## config.mk

```make
export PLATFORM = sky130hd
export DESIGN_NAME = pps_port_regs
export DESIGN_NICKNAME = d
export VERILOG_FILES = /design/src/hw/pps_pkg.sv /design/src/hw/pps_port_regs.sv
export SDC_FILE = /design/constraint.sdc
export NUM_CORES = 1
export LEC_CHECK = 0
export BUFFER_PORTS_ARGS = -buffer_cell sky130_fd_sc_hd__buf_4
export CORE_MARGIN = 3
export CORE_UTILIZATION = 49
export CTS_CLUSTER_DIAMETER = 80
export DETAILED_ROUTE_END_ITERATION = 10
export PLACE_DENSITY = 0.82
export SLEW_MARGIN = 40
export SYNTH_ARGS = -nofsm -noshare
export SYNTH_HDL_FRONTEND = slang
export SYNTH_SLANG_ARGS = --single-unit
```

## constraint.sdc

```tcl
create_clock -name mclk -period 2.92 [get_ports mclk]
set_clock_uncertainty 0.2 [all_clocks]
set_input_delay 0.584 -clock mclk [delete_from_list [all_inputs] [get_ports mclk]]
set_output_delay 0.584 -clock mclk [all_outputs]
set_load 0.01 [all_outputs]
```

## src/hw/pps_pkg.sv

```systemverilog
// package: offsets, field layout, reset values and carrier types of the port register bank
package pps_pkg;

   // ----------------------------------------------------------------
   // register offsets (byte addresses, low 12 bits decoded)
   // ----------------------------------------------------------------
   localparam int ADDR_W = 12;
   localparam logic [11:0] OFS_DEV_CTRL_STATUS = 12'h0c8;
   localparam logic [11:0] OFS_LINK_CAPS = 12'h0cc;
   localparam logic [11:0] OFS_IRQ_STATUS = 12'h100;
   localparam logic [11:0] OFS_IRQ_ENABLE = 12'h104;
   localparam logic [11:0] OFS_IRQ_CLEAR = 12'h108;

   // ----------------------------------------------------------------
   // field positions
   // ----------------------------------------------------------------
   localparam int CTRL_EN_LSB = 0;
   localparam int STAT_ERR_LSB = 16;
   localparam int STAT_AUX_BIT = 20;
   localparam int STAT_PEND_BIT = 21;
   localparam int CAP_SPEED_LSB = 0;
   localparam int CAP_WIDTH_LSB = 4;
   localparam int CAP_ASPM_LSB = 10;
   localparam int CAP_L0S_LSB = 12;
   localparam int CAP_L1_LSB = 15;
   localparam int CAP_DLL_RPT_BIT = 20;
   localparam int CAP_BW_NOTICE_BIT = 21;
   localparam int CAP_PORT_LSB = 24;

   // ----------------------------------------------------------------
   // reset values and codes
   // ----------------------------------------------------------------
   localparam logic [3:0] SPEED_2G5 = 4'h1;
   localparam logic [3:0] SPEED_5G0 = 4'h2;
   localparam logic [5:0] WIDTH_X2 = 6'h02;
   localparam logic [5:0] WIDTH_X1 = 6'h01;
   localparam logic [1:0] ASPM_RST = 2'h0;
   localparam logic [2:0] L0S_LAT_RST = 3'h3;
   localparam logic [2:0] L1_LAT_RST = 3'h0;
   localparam logic DLL_RPT_RST = 1'b0;
   localparam logic PEND_VALUE = 1'b0;
   localparam logic AUX_RST = 1'b1;
   localparam logic [3:0] ERR_RST = 4'h0;
   localparam logic [31:0] UNMAPPED_READ = 32'h0000_0000;
   localparam logic HRESP_OKAY = 1'b0;

   // ----------------------------------------------------------------
   // carrier types
   // ----------------------------------------------------------------
   typedef struct packed {
      logic unsupported;
      logic fatal;
      logic nonFatal;
      logic correctable;
   } pps_err_s;

   typedef struct packed {
      logic [1:0] aspm;
      logic [2:0] l0sLat;
      logic [2:0] l1Lat;
      logic [7:0] portNum;
   } pps_caps_s;

   typedef struct packed {
      logic rdWait;
      logic wrPend;
      logic [ADDR_W-1:0] addr;
      logic [31:0] hrdata;
      logic hreadyout;
      pps_err_s ctrlEnable;
      pps_err_s errFlags;
      logic auxMeta;
      logic auxSeen;
      pps_caps_s caps;
      pps_err_s irqStatus;
      pps_err_s irqEnable;
      logic irq;
      pps_err_s errReport;
   } pps_state_s;

endpackage

```

## src/hw/pps_port_regs.sv

```systemverilog
// module: device status and link capabilities registers of one switch port, AHB-Lite slave
`timescale 1ns/1ps

module pps_port_regs #(
   parameter int PORT_INDEX = 0
) (
   input wire logic mclk,
   input wire logic rst_n,
   input wire logic hsel,
   input wire logic [31:0] haddr,
   input wire logic [1:0] htrans,
   input wire logic hwrite,
   input wire logic [2:0] hsize,
   input wire logic hready,
   input wire logic [31:0] hwdata,
   output logic [31:0] hrdata,
   output logic hreadyout,
   output logic hresp,
   input wire pps_pkg::pps_err_s errEvent,
   input wire logic auxPowerPin,
   input wire logic capsLoad,
   input wire pps_pkg::pps_caps_s capsLoadValue,
   output pps_pkg::pps_err_s errReport,
   output logic irq
);

   // ----------------------------------------------------------------
   // elaboration check
   // ----------------------------------------------------------------
   generate
      if (PORT_INDEX < 0 || PORT_INDEX > 2)
      begin : g_bad_port
         $error("PORT_INDEX must be 0, 1 or 2");
      end
   endgenerate

   // ----------------------------------------------------------------
   // per-port constants
   // ----------------------------------------------------------------
   localparam logic [5:0] WIDTH_RST = (PORT_INDEX == 0) ? pps_pkg::WIDTH_X2 : pps_pkg::WIDTH_X1;
   localparam logic BW_NOTICE = (PORT_INDEX != 0);
   localparam logic [7:0] PORT_NUM_RST = 8'(PORT_INDEX);

   localparam pps_pkg::pps_caps_s CAPS_RST = '{
      aspm: pps_pkg::ASPM_RST,
      l0sLat: pps_pkg::L0S_LAT_RST,
      l1Lat: pps_pkg::L1_LAT_RST,
      portNum: PORT_NUM_RST
   };

   localparam pps_pkg::pps_state_s STATE_RST = '{
      rdWait: 1'b0,
      wrPend: 1'b0,
      addr: '0,
      hrdata: 32'h0000_0000,
      hreadyout: 1'b1,
      ctrlEnable: pps_pkg::ERR_RST,
      errFlags: pps_pkg::ERR_RST,
      auxMeta: pps_pkg::AUX_RST,
      auxSeen: pps_pkg::AUX_RST,
      caps: CAPS_RST,
      irqStatus: pps_pkg::ERR_RST,
      irqEnable: pps_pkg::ERR_RST,
      irq: 1'b0,
      errReport: pps_pkg::ERR_RST
   };

   pps_pkg::pps_state_s s;
   pps_pkg::pps_state_s next_s;

   // ----------------------------------------------------------------
   // read words
   // ----------------------------------------------------------------
   logic [31:0] statusWord;
   logic [31:0] capsWord;
   logic [31:0] readWord;

   always_comb
   begin
      statusWord = 32'h0000_0000;
      statusWord[pps_pkg::CTRL_EN_LSB +: 4] = s.ctrlEnable;
      statusWord[pps_pkg::STAT_ERR_LSB +: 4] = s.errFlags;
      statusWord[pps_pkg::STAT_AUX_BIT] = s.auxSeen;
      statusWord[pps_pkg::STAT_PEND_BIT] = pps_pkg::PEND_VALUE;

      capsWord = 32'h0000_0000;
      capsWord[pps_pkg::CAP_SPEED_LSB +: 4] = pps_pkg::SPEED_5G0;
      capsWord[pps_pkg::CAP_WIDTH_LSB +: 6] = WIDTH_RST;
      capsWord[pps_pkg::CAP_ASPM_LSB +: 2] = s.caps.aspm;
      capsWord[pps_pkg::CAP_L0S_LSB +: 3] = s.caps.l0sLat;
      capsWord[pps_pkg::CAP_L1_LSB +: 3] = s.caps.l1Lat;
      capsWord[pps_pkg::CAP_DLL_RPT_BIT] = pps_pkg::DLL_RPT_RST;
      capsWord[pps_pkg::CAP_BW_NOTICE_BIT] = BW_NOTICE;
      capsWord[pps_pkg::CAP_PORT_LSB +: 8] = s.caps.portNum;

      case (s.addr)
         pps_pkg::OFS_DEV_CTRL_STATUS: readWord = statusWord;
         pps_pkg::OFS_LINK_CAPS: readWord = capsWord;
         pps_pkg::OFS_IRQ_STATUS: readWord = {28'h0000000, s.irqStatus};
         pps_pkg::OFS_IRQ_ENABLE: readWord = {28'h0000000, s.irqEnable};
         default: readWord = pps_pkg::UNMAPPED_READ;
      endcase
   end

   // ----------------------------------------------------------------
   // next state
   // ----------------------------------------------------------------
   logic addrPhase;
   logic wrStatus;
   logic wrCtrl;
   logic wrEnable;
   logic wrClear;
   pps_pkg::pps_err_s errClear;
   pps_pkg::pps_err_s irqClear;

   always_comb
   begin
      next_s = s;
      addrPhase = hsel && hready && htrans[1];
      wrStatus = s.wrPend && (s.addr == pps_pkg::OFS_DEV_CTRL_STATUS);
      wrCtrl = wrStatus;
      wrEnable = s.wrPend && (s.addr == pps_pkg::OFS_IRQ_ENABLE);
      wrClear = s.wrPend && (s.addr == pps_pkg::OFS_IRQ_CLEAR);
      errClear = wrStatus ? pps_pkg::pps_err_s'(hwdata[pps_pkg::STAT_ERR_LSB +: 4]) : pps_pkg::ERR_RST;
      irqClear = wrClear ? pps_pkg::pps_err_s'(hwdata[3:0]) : pps_pkg::ERR_RST;

      // aux pin crosses in from outside: two flops
      next_s.auxMeta = auxPowerPin;
      next_s.auxSeen = s.auxMeta;

      // set wins over a write-one clear in the same cycle
      next_s.errFlags = pps_pkg::pps_err_s'((s.errFlags & ~errClear) | errEvent);
      // logging ignores the enables; only the report path looks at them
      next_s.errReport = pps_pkg::pps_err_s'(errEvent & s.ctrlEnable);
      next_s.irqStatus = pps_pkg::pps_err_s'((s.irqStatus & ~irqClear) | errEvent);

      if (wrCtrl)
      begin
         next_s.ctrlEnable = pps_pkg::pps_err_s'(hwdata[pps_pkg::CTRL_EN_LSB +: 4]);
      end
      if (wrEnable)
      begin
         next_s.irqEnable = pps_pkg::pps_err_s'(hwdata[3:0]);
      end

      // caps are read-only from the bus; only the management load changes them
      if (capsLoad)
      begin
         next_s.caps = capsLoadValue;
      end

      next_s.irq = |(next_s.irqStatus & next_s.irqEnable);

      // bus: writes are zero-wait, reads take one wait state
      next_s.wrPend = 1'b0;
      if (s.rdWait)
      begin
         next_s.hrdata = readWord;
         next_s.hreadyout = 1'b1;
         next_s.rdWait = 1'b0;
      end
      else if (addrPhase)
      begin
         next_s.addr = {haddr[pps_pkg::ADDR_W-1:2], 2'b00};
         next_s.wrPend = hwrite;
         if (!hwrite)
         begin
            next_s.rdWait = 1'b1;
            next_s.hreadyout = 1'b0;
         end
      end
   end

   always_ff @(posedge mclk or negedge rst_n)
   begin
      if (!rst_n)
      begin
         s <= STATE_RST;
      end
      else
      begin
         s <= next_s;
      end
   end

   // ----------------------------------------------------------------
   // outputs
   // ----------------------------------------------------------------
   assign hrdata = s.hrdata;
   assign hreadyout = s.hreadyout;
   // slave never errors, so the response is fixed
   assign hresp = pps_pkg::HRESP_OKAY;
   assign errReport = s.errReport;
   assign irq = s.irq;
endmodule // pps_port_regs

```

### Word level (Yosys, flattened, before mapping)

Index checks and enable logic that the tools add are counted.
Widths: inputs -> output; s select.

| cells by class | value |
|---|---|
| muxes and demuxes | 11 |
| $mul | 0 |
| reduce and logical (&&, ||, !) cells | 9 |
| bitwise operators | 9 |
| equality and inequality tests | 6 |
| div/mod/pow operators | 0 |
| shift-type cells | 0 |
| $add $sub $neg | 0 |
| magnitude comparators | 0 |

Operators with widths:

| operator | number |
|---|---|
| $pmux 32 s4 | 1 |
| $eq 10x7->1 const B | 3 |
| $eq 10x6->1 const B | 2 |
| $and 4x4->4 | 4 |
| $mux 14 | 1 |
| $mux 13 | 1 |
| $mux 4 | 3 |
| $not 4->4 | 2 |
| $or 4x4->4 | 2 |
| $logic_and 1x1->1 | 5 |
| $mux 1 | 5 |
| $reduce_and 2->1 | 2 |
| $reduce_or 4->1 | 1 |
| $ne 2x1->1 const B | 1 |
| $reduce_bool 2->1 | 1 |
| $not 1->1 | 1 |

| word-level totals | value |
|---|---|
| register bits | 84 |
| bits in latches | 0 |
| ROM bits | 0 |
| memories kept | 0 |
| logic and storage cells | 67 |
| output and inout port bits | 39 |
| memory bits (writable) | 0 |

### Logic depth before layout (Yosys ltp)

| logic depth | value |
|---|---|
| depth after elaboration | 8 |
| depth in mapped cells | 7 |
| gate-level depth less buffers | 4 |

### Worst setup path before layout

No wires, ideal clock.

| timing path | value |
|---|---|
| path kind | flip-flop to flip-flop |
| start point | register s[76] (netlist name) |
| end point | register s[35] (netlist name) |
| data required time | 2.595 ns |
| cell stages (with the launch flop) | 6 |
| clock period less this slack | 2.190 ns |
| slack | 0.730 ns |
| library setup time | 0.125 ns |
| arrival | 1.865 ns |
| cell sequence | dfrtp_1 > or4_4 > buf_6 > nor4_4 > nand2_4 > mux2_4 |

| on the way | value |
|---|---|
| longest elaborated chain between the ends | 2 |

RTL lines:

| what | RTL line | source |
|---|---|---|
| start: declaration | pps_port_regs.sv:68 | `pps_pkg::pps_state_s s;` |
| start signal: assignment | pps_port_regs.sv:182 | `s <= next_s;` |
| $eq 10x6->1 | pps_port_regs.sv:120 | `wrStatus = s.wrPend && (s.addr == pps_pkg::OFS_DEV_CTRL_STATUS);` |
| $logic_and 1x1->1 | pps_port_regs.sv:120 |  |

No other way between the ends.
A chain may end at the register's enable or synchronous reset.

### Worst setup path in the final report

| timing path | value |
|---|---|
| start point | register s[76] (netlist name) |
| end point | register s, in the netlist hrdata[30] |

| on the way | value |
|---|---|
| longest elaborated chain between the ends | 2 |

RTL lines:

| what | RTL line | source |
|---|---|---|
| $eq 10x7->1 or $eq 10x6->1 (tied branches) | pps_port_regs.sv:96 | `case (s.addr)` |
| $pmux 32 s4 * | pps_port_regs.sv:96 |  |

Every way passes the cells marked *; elsewhere a longest branch is shown, timed or not.

==> run_results.csv <==
group,metric,value,unit
run_status,status,"completed",
detailed_routing,drt-wirelength-per-cell,16.3,um
detailed_routing,detail-route-antenna-nets,0,
setup_path,worstSetupStartpointType,"flip-flop",
timing,timing.slew.headroom,55.5,%
global_routing,first_global_vias,2216,
floorplanning,core,6570,um2
cts,cts.sinks,76,
floorplanning,start_util,52.3,%
setup_path,critical_path.slowest_cell,"or4_4",
finish,nets,422,
floorplanning,dieArea,8050,um2
synthesis,synth_area,3430,um2
place,io_buffers,75,
timing,rsz0062_at_grt,"no",
synthesis,synth_area_per_cell,12.2,um2
detailed_routing,first_iter_violations,98,
setup_path,arrival,2.52,ns
synthesis,async_reset_ff_share,100,%
power,pwr_density_cell,634,nW/um2
place,place_hpwl,4.81,mm
place,postPlaceCellArea,3820,um2
timing,hold_violations,0,
finish,diodes,0,
setup_path,cpPeakStageDelay,0.61,ns
timing,period_minus_slack,2.44,ns
power,ir_worst_vdd,0.349,mV
global_routing,gr-usage-all-layers,17.8,%
setup_path,path_delay_family,"simple AND/OR/NAND/NOR gates",
cts,cts_resized,0,
synthesis,syn-instance-count,281,
finish,multi_input_area,1150,um2
cts,cts_made_buffers,9,
setup_path,path_class,"flip-flop to flip-flop",
setup_path,worstSetupEndpointType,"flip-flop",
cts,post_cts_buffers,0,
detailed_routing,drc,0,
timing,maxSlewViolCount,0,
detailed_routing,via_count,2215,
setup_path,r2r_slack,0.48,ns
cts,cts_tree,"yes",
synthesis,synthFlopType,"dfrtp_1",
cts,clock_path_buffers,2,
setup_path,r2r-start,"s[76]",
setup_path,crit_chain,"or4_4, nor3_2, and3_1, a22o_1",
setup_path,r2r_end,"hrdata[30]",
synthesis,ys_seq_area_share,55.6,%
synthesis,ys_warn_count,0,
cts,clock-root-buffer,"clkbuf_8",
timing,setup-violations-final,0,
floorplanning,die-width,89.7,um
min_path,min_path_type,"input pin to asynchronous set/reset pin",
setup_path,required,3.00,ns
synthesis,synth_edf_count,0,
global_routing,grt_max_degree,77,
global_routing,grt_first_pass_wirelength,11.4,mm
cts,htree_levels,3,
floorplanning,rows,29,
finish,seqCellArea,1910,um2
place,gp_congestion,0.883,
finish,area_delta_synth_final,19.7,%
setup_path,critPathBufInv,0,
timing,tightest_slew,0.667,ns
setup_path,path_max_fanout,15,
detailed_routing,drtPass1Iterations,5,
timing,finalCritPeriodShare,83.6,%
detailed_routing,routed_via_density,5.22,
timing,setup_slack,0.479,ns
power,power.leakage,1.92,nW
global_routing,antenna_found_initial,0,
finish,drive_above_1_share,42.3,%
place,preCtsSetupSlack,0.475,ns
cts,clk_latency,0.34,ns
timing,fmax,410,MHz
setup_path,ff2ff_path_depth,4,
timing,finalSetupTns,0,ns
finish,final_area,4110,um2
floorplanning,boundaryPins,135,
synthesis,ys_ff_latch,76,
synthesis,synth_cell_type_count,43,
cts,hold_buffers,0,
detailed_routing,routed_wl,6.90,mm
setup_path,cp-startpoint,"s[76]",
cts,path_clk_slew,0.08,ns
finish,num-fill-cells,529,
run,maxCapViolCount,0,
floorplanning,die_y,89.7,um
global_routing,grt.overflow.total,0,
## metrics by stage
| step | utilization [%] | hold WS, ns | total power, mW | instances |
|---|---|---|---|---|
| after CTS | 62.6 | 0.0692 | 2.62 | 424 |
| after global placement | 58.1 | 0.146 | 1.49 | 408 |
| final | 62.6 | 0.0486 | 2.60 | 424 |
| after global routing | 62.6 | 0.0994 | 2.71 | 424 |
| after floorplan | - | 0.0884 | 1.39 | 289 |
| after detailed placement | 58.2 | 0.147 | 1.50 | 408 |
## final cells by class
type                    instances  area share (%)
clock inverters                 7            3.96
clock buffers                   9            3.01
multi-input cells             147            28.0
flip-flops and latches         76            46.4
well taps                      93            2.83
repair buffers                 79            14.5
inverters                      13            1.19
## synthesized netlist by cell type (all sizes together), types with 2 or more instances
master   number  area [um2]
dfrtp        71        1780
buf          44         320
mux2         30         353
a22o         16         140
inv          13        48.8
nor2         11        41.3
clkbuf        9        33.8
nor4          9        71.3
nand3         8        40.0
a31oi         6        37.5
a21o          5        37.5
dfstp         5         131
and2          4        25.0
nand2         4        22.5
nand4         4        25.0
o21ai         4        20.0
a21oi         3        15.0
and4b         3        30.0
mux2i         3        30.0
o21bai        3        22.5
o2bb2ai       3        26.3
o31ai         3        22.5
or2           3        18.8
nand3b        2        15.0
nand4b        2        17.5
nor3          2        20.0
or4           2        18.8
## cell families (layout without fill, tap and decap cells)
kind of cell,after synthesis,in the layout,share of synthesized area [%]
flip-flops,76,76,55.6
buffers and inverters,66,108,11.7
AND/OR/NAND/NOR,59,59,11.3
AO/OA/AOI/OAI,46,46,10.1
multiplexers,33,33,11.2
other,1,9,0.109
## worst reg2reg max path, cell delays in order (launching register included)
cell and delay (ns):
dfrtp_1 0.40, or4_4 0.61, nor3_2 0.35, and3_1 0.59
a22o_1 0.22
## state kept, by name, indices dropped and copies added (netlist names)
register and cells:
next_s 1, hrdata 24, capsWord 16, s 29, hreadyout 1, errReport 4, irq 1
## report_power, final
part / total (mW) / internal (mW) / switching [mW]
combinational: 0.272 / 0.148 / 0.125
clock: 1.13 / 0.739 / 0.387
sequential: 1.21 / 1.13 / 0.0746
total: 2.60 / 2.02 / 0.586
## placed cells by master, fill, tap and decap left out, drive strengths merged, types with 3 or more instances in the layout
cell	synthesis	layout
buf	44	79
dfrtp	71	71
mux2	30	30
a22o	16	16
inv	13	13
nor2	11	11
conb	1	9
clkbuf	9	9
nor4	9	9
nand3	8	8
a31oi	6	6
a21o	5	5
dfstp	5	5
bufinv	0	5
nand4	4	4
and2	4	4
o21ai	4	4
nand2	4	4
o31ai	3	3
and4b	3	3
or2	3	3
mux2i	3	3
o2bb2ai	3	3
o21bai	3	3
a21oi	3	3
## routing by layer
metal	global-route usage, %	vias up	routed length (um)
li1	-	1044	-
met1	24.5	1071	3160
met2	27.1	87	3190
met3	3.59	13	417
met4	8.81	0	129
met5	0	-	0
## worst max-delay path by stage
stage	end	slack, ns	cells after the start
2_1_floorplan	s[35]	0.73	5
3_3_place_gp	hrdata[15]	0.54	4
3_5_place_dp	hrdata[30]	0.48	4
4_1_cts	hrdata[30]	0.45	4
5_1_grt	hrdata[30]	0.31	4
6_report	hrdata[30]	0.48	4
(Power assumes the default switching activity.)
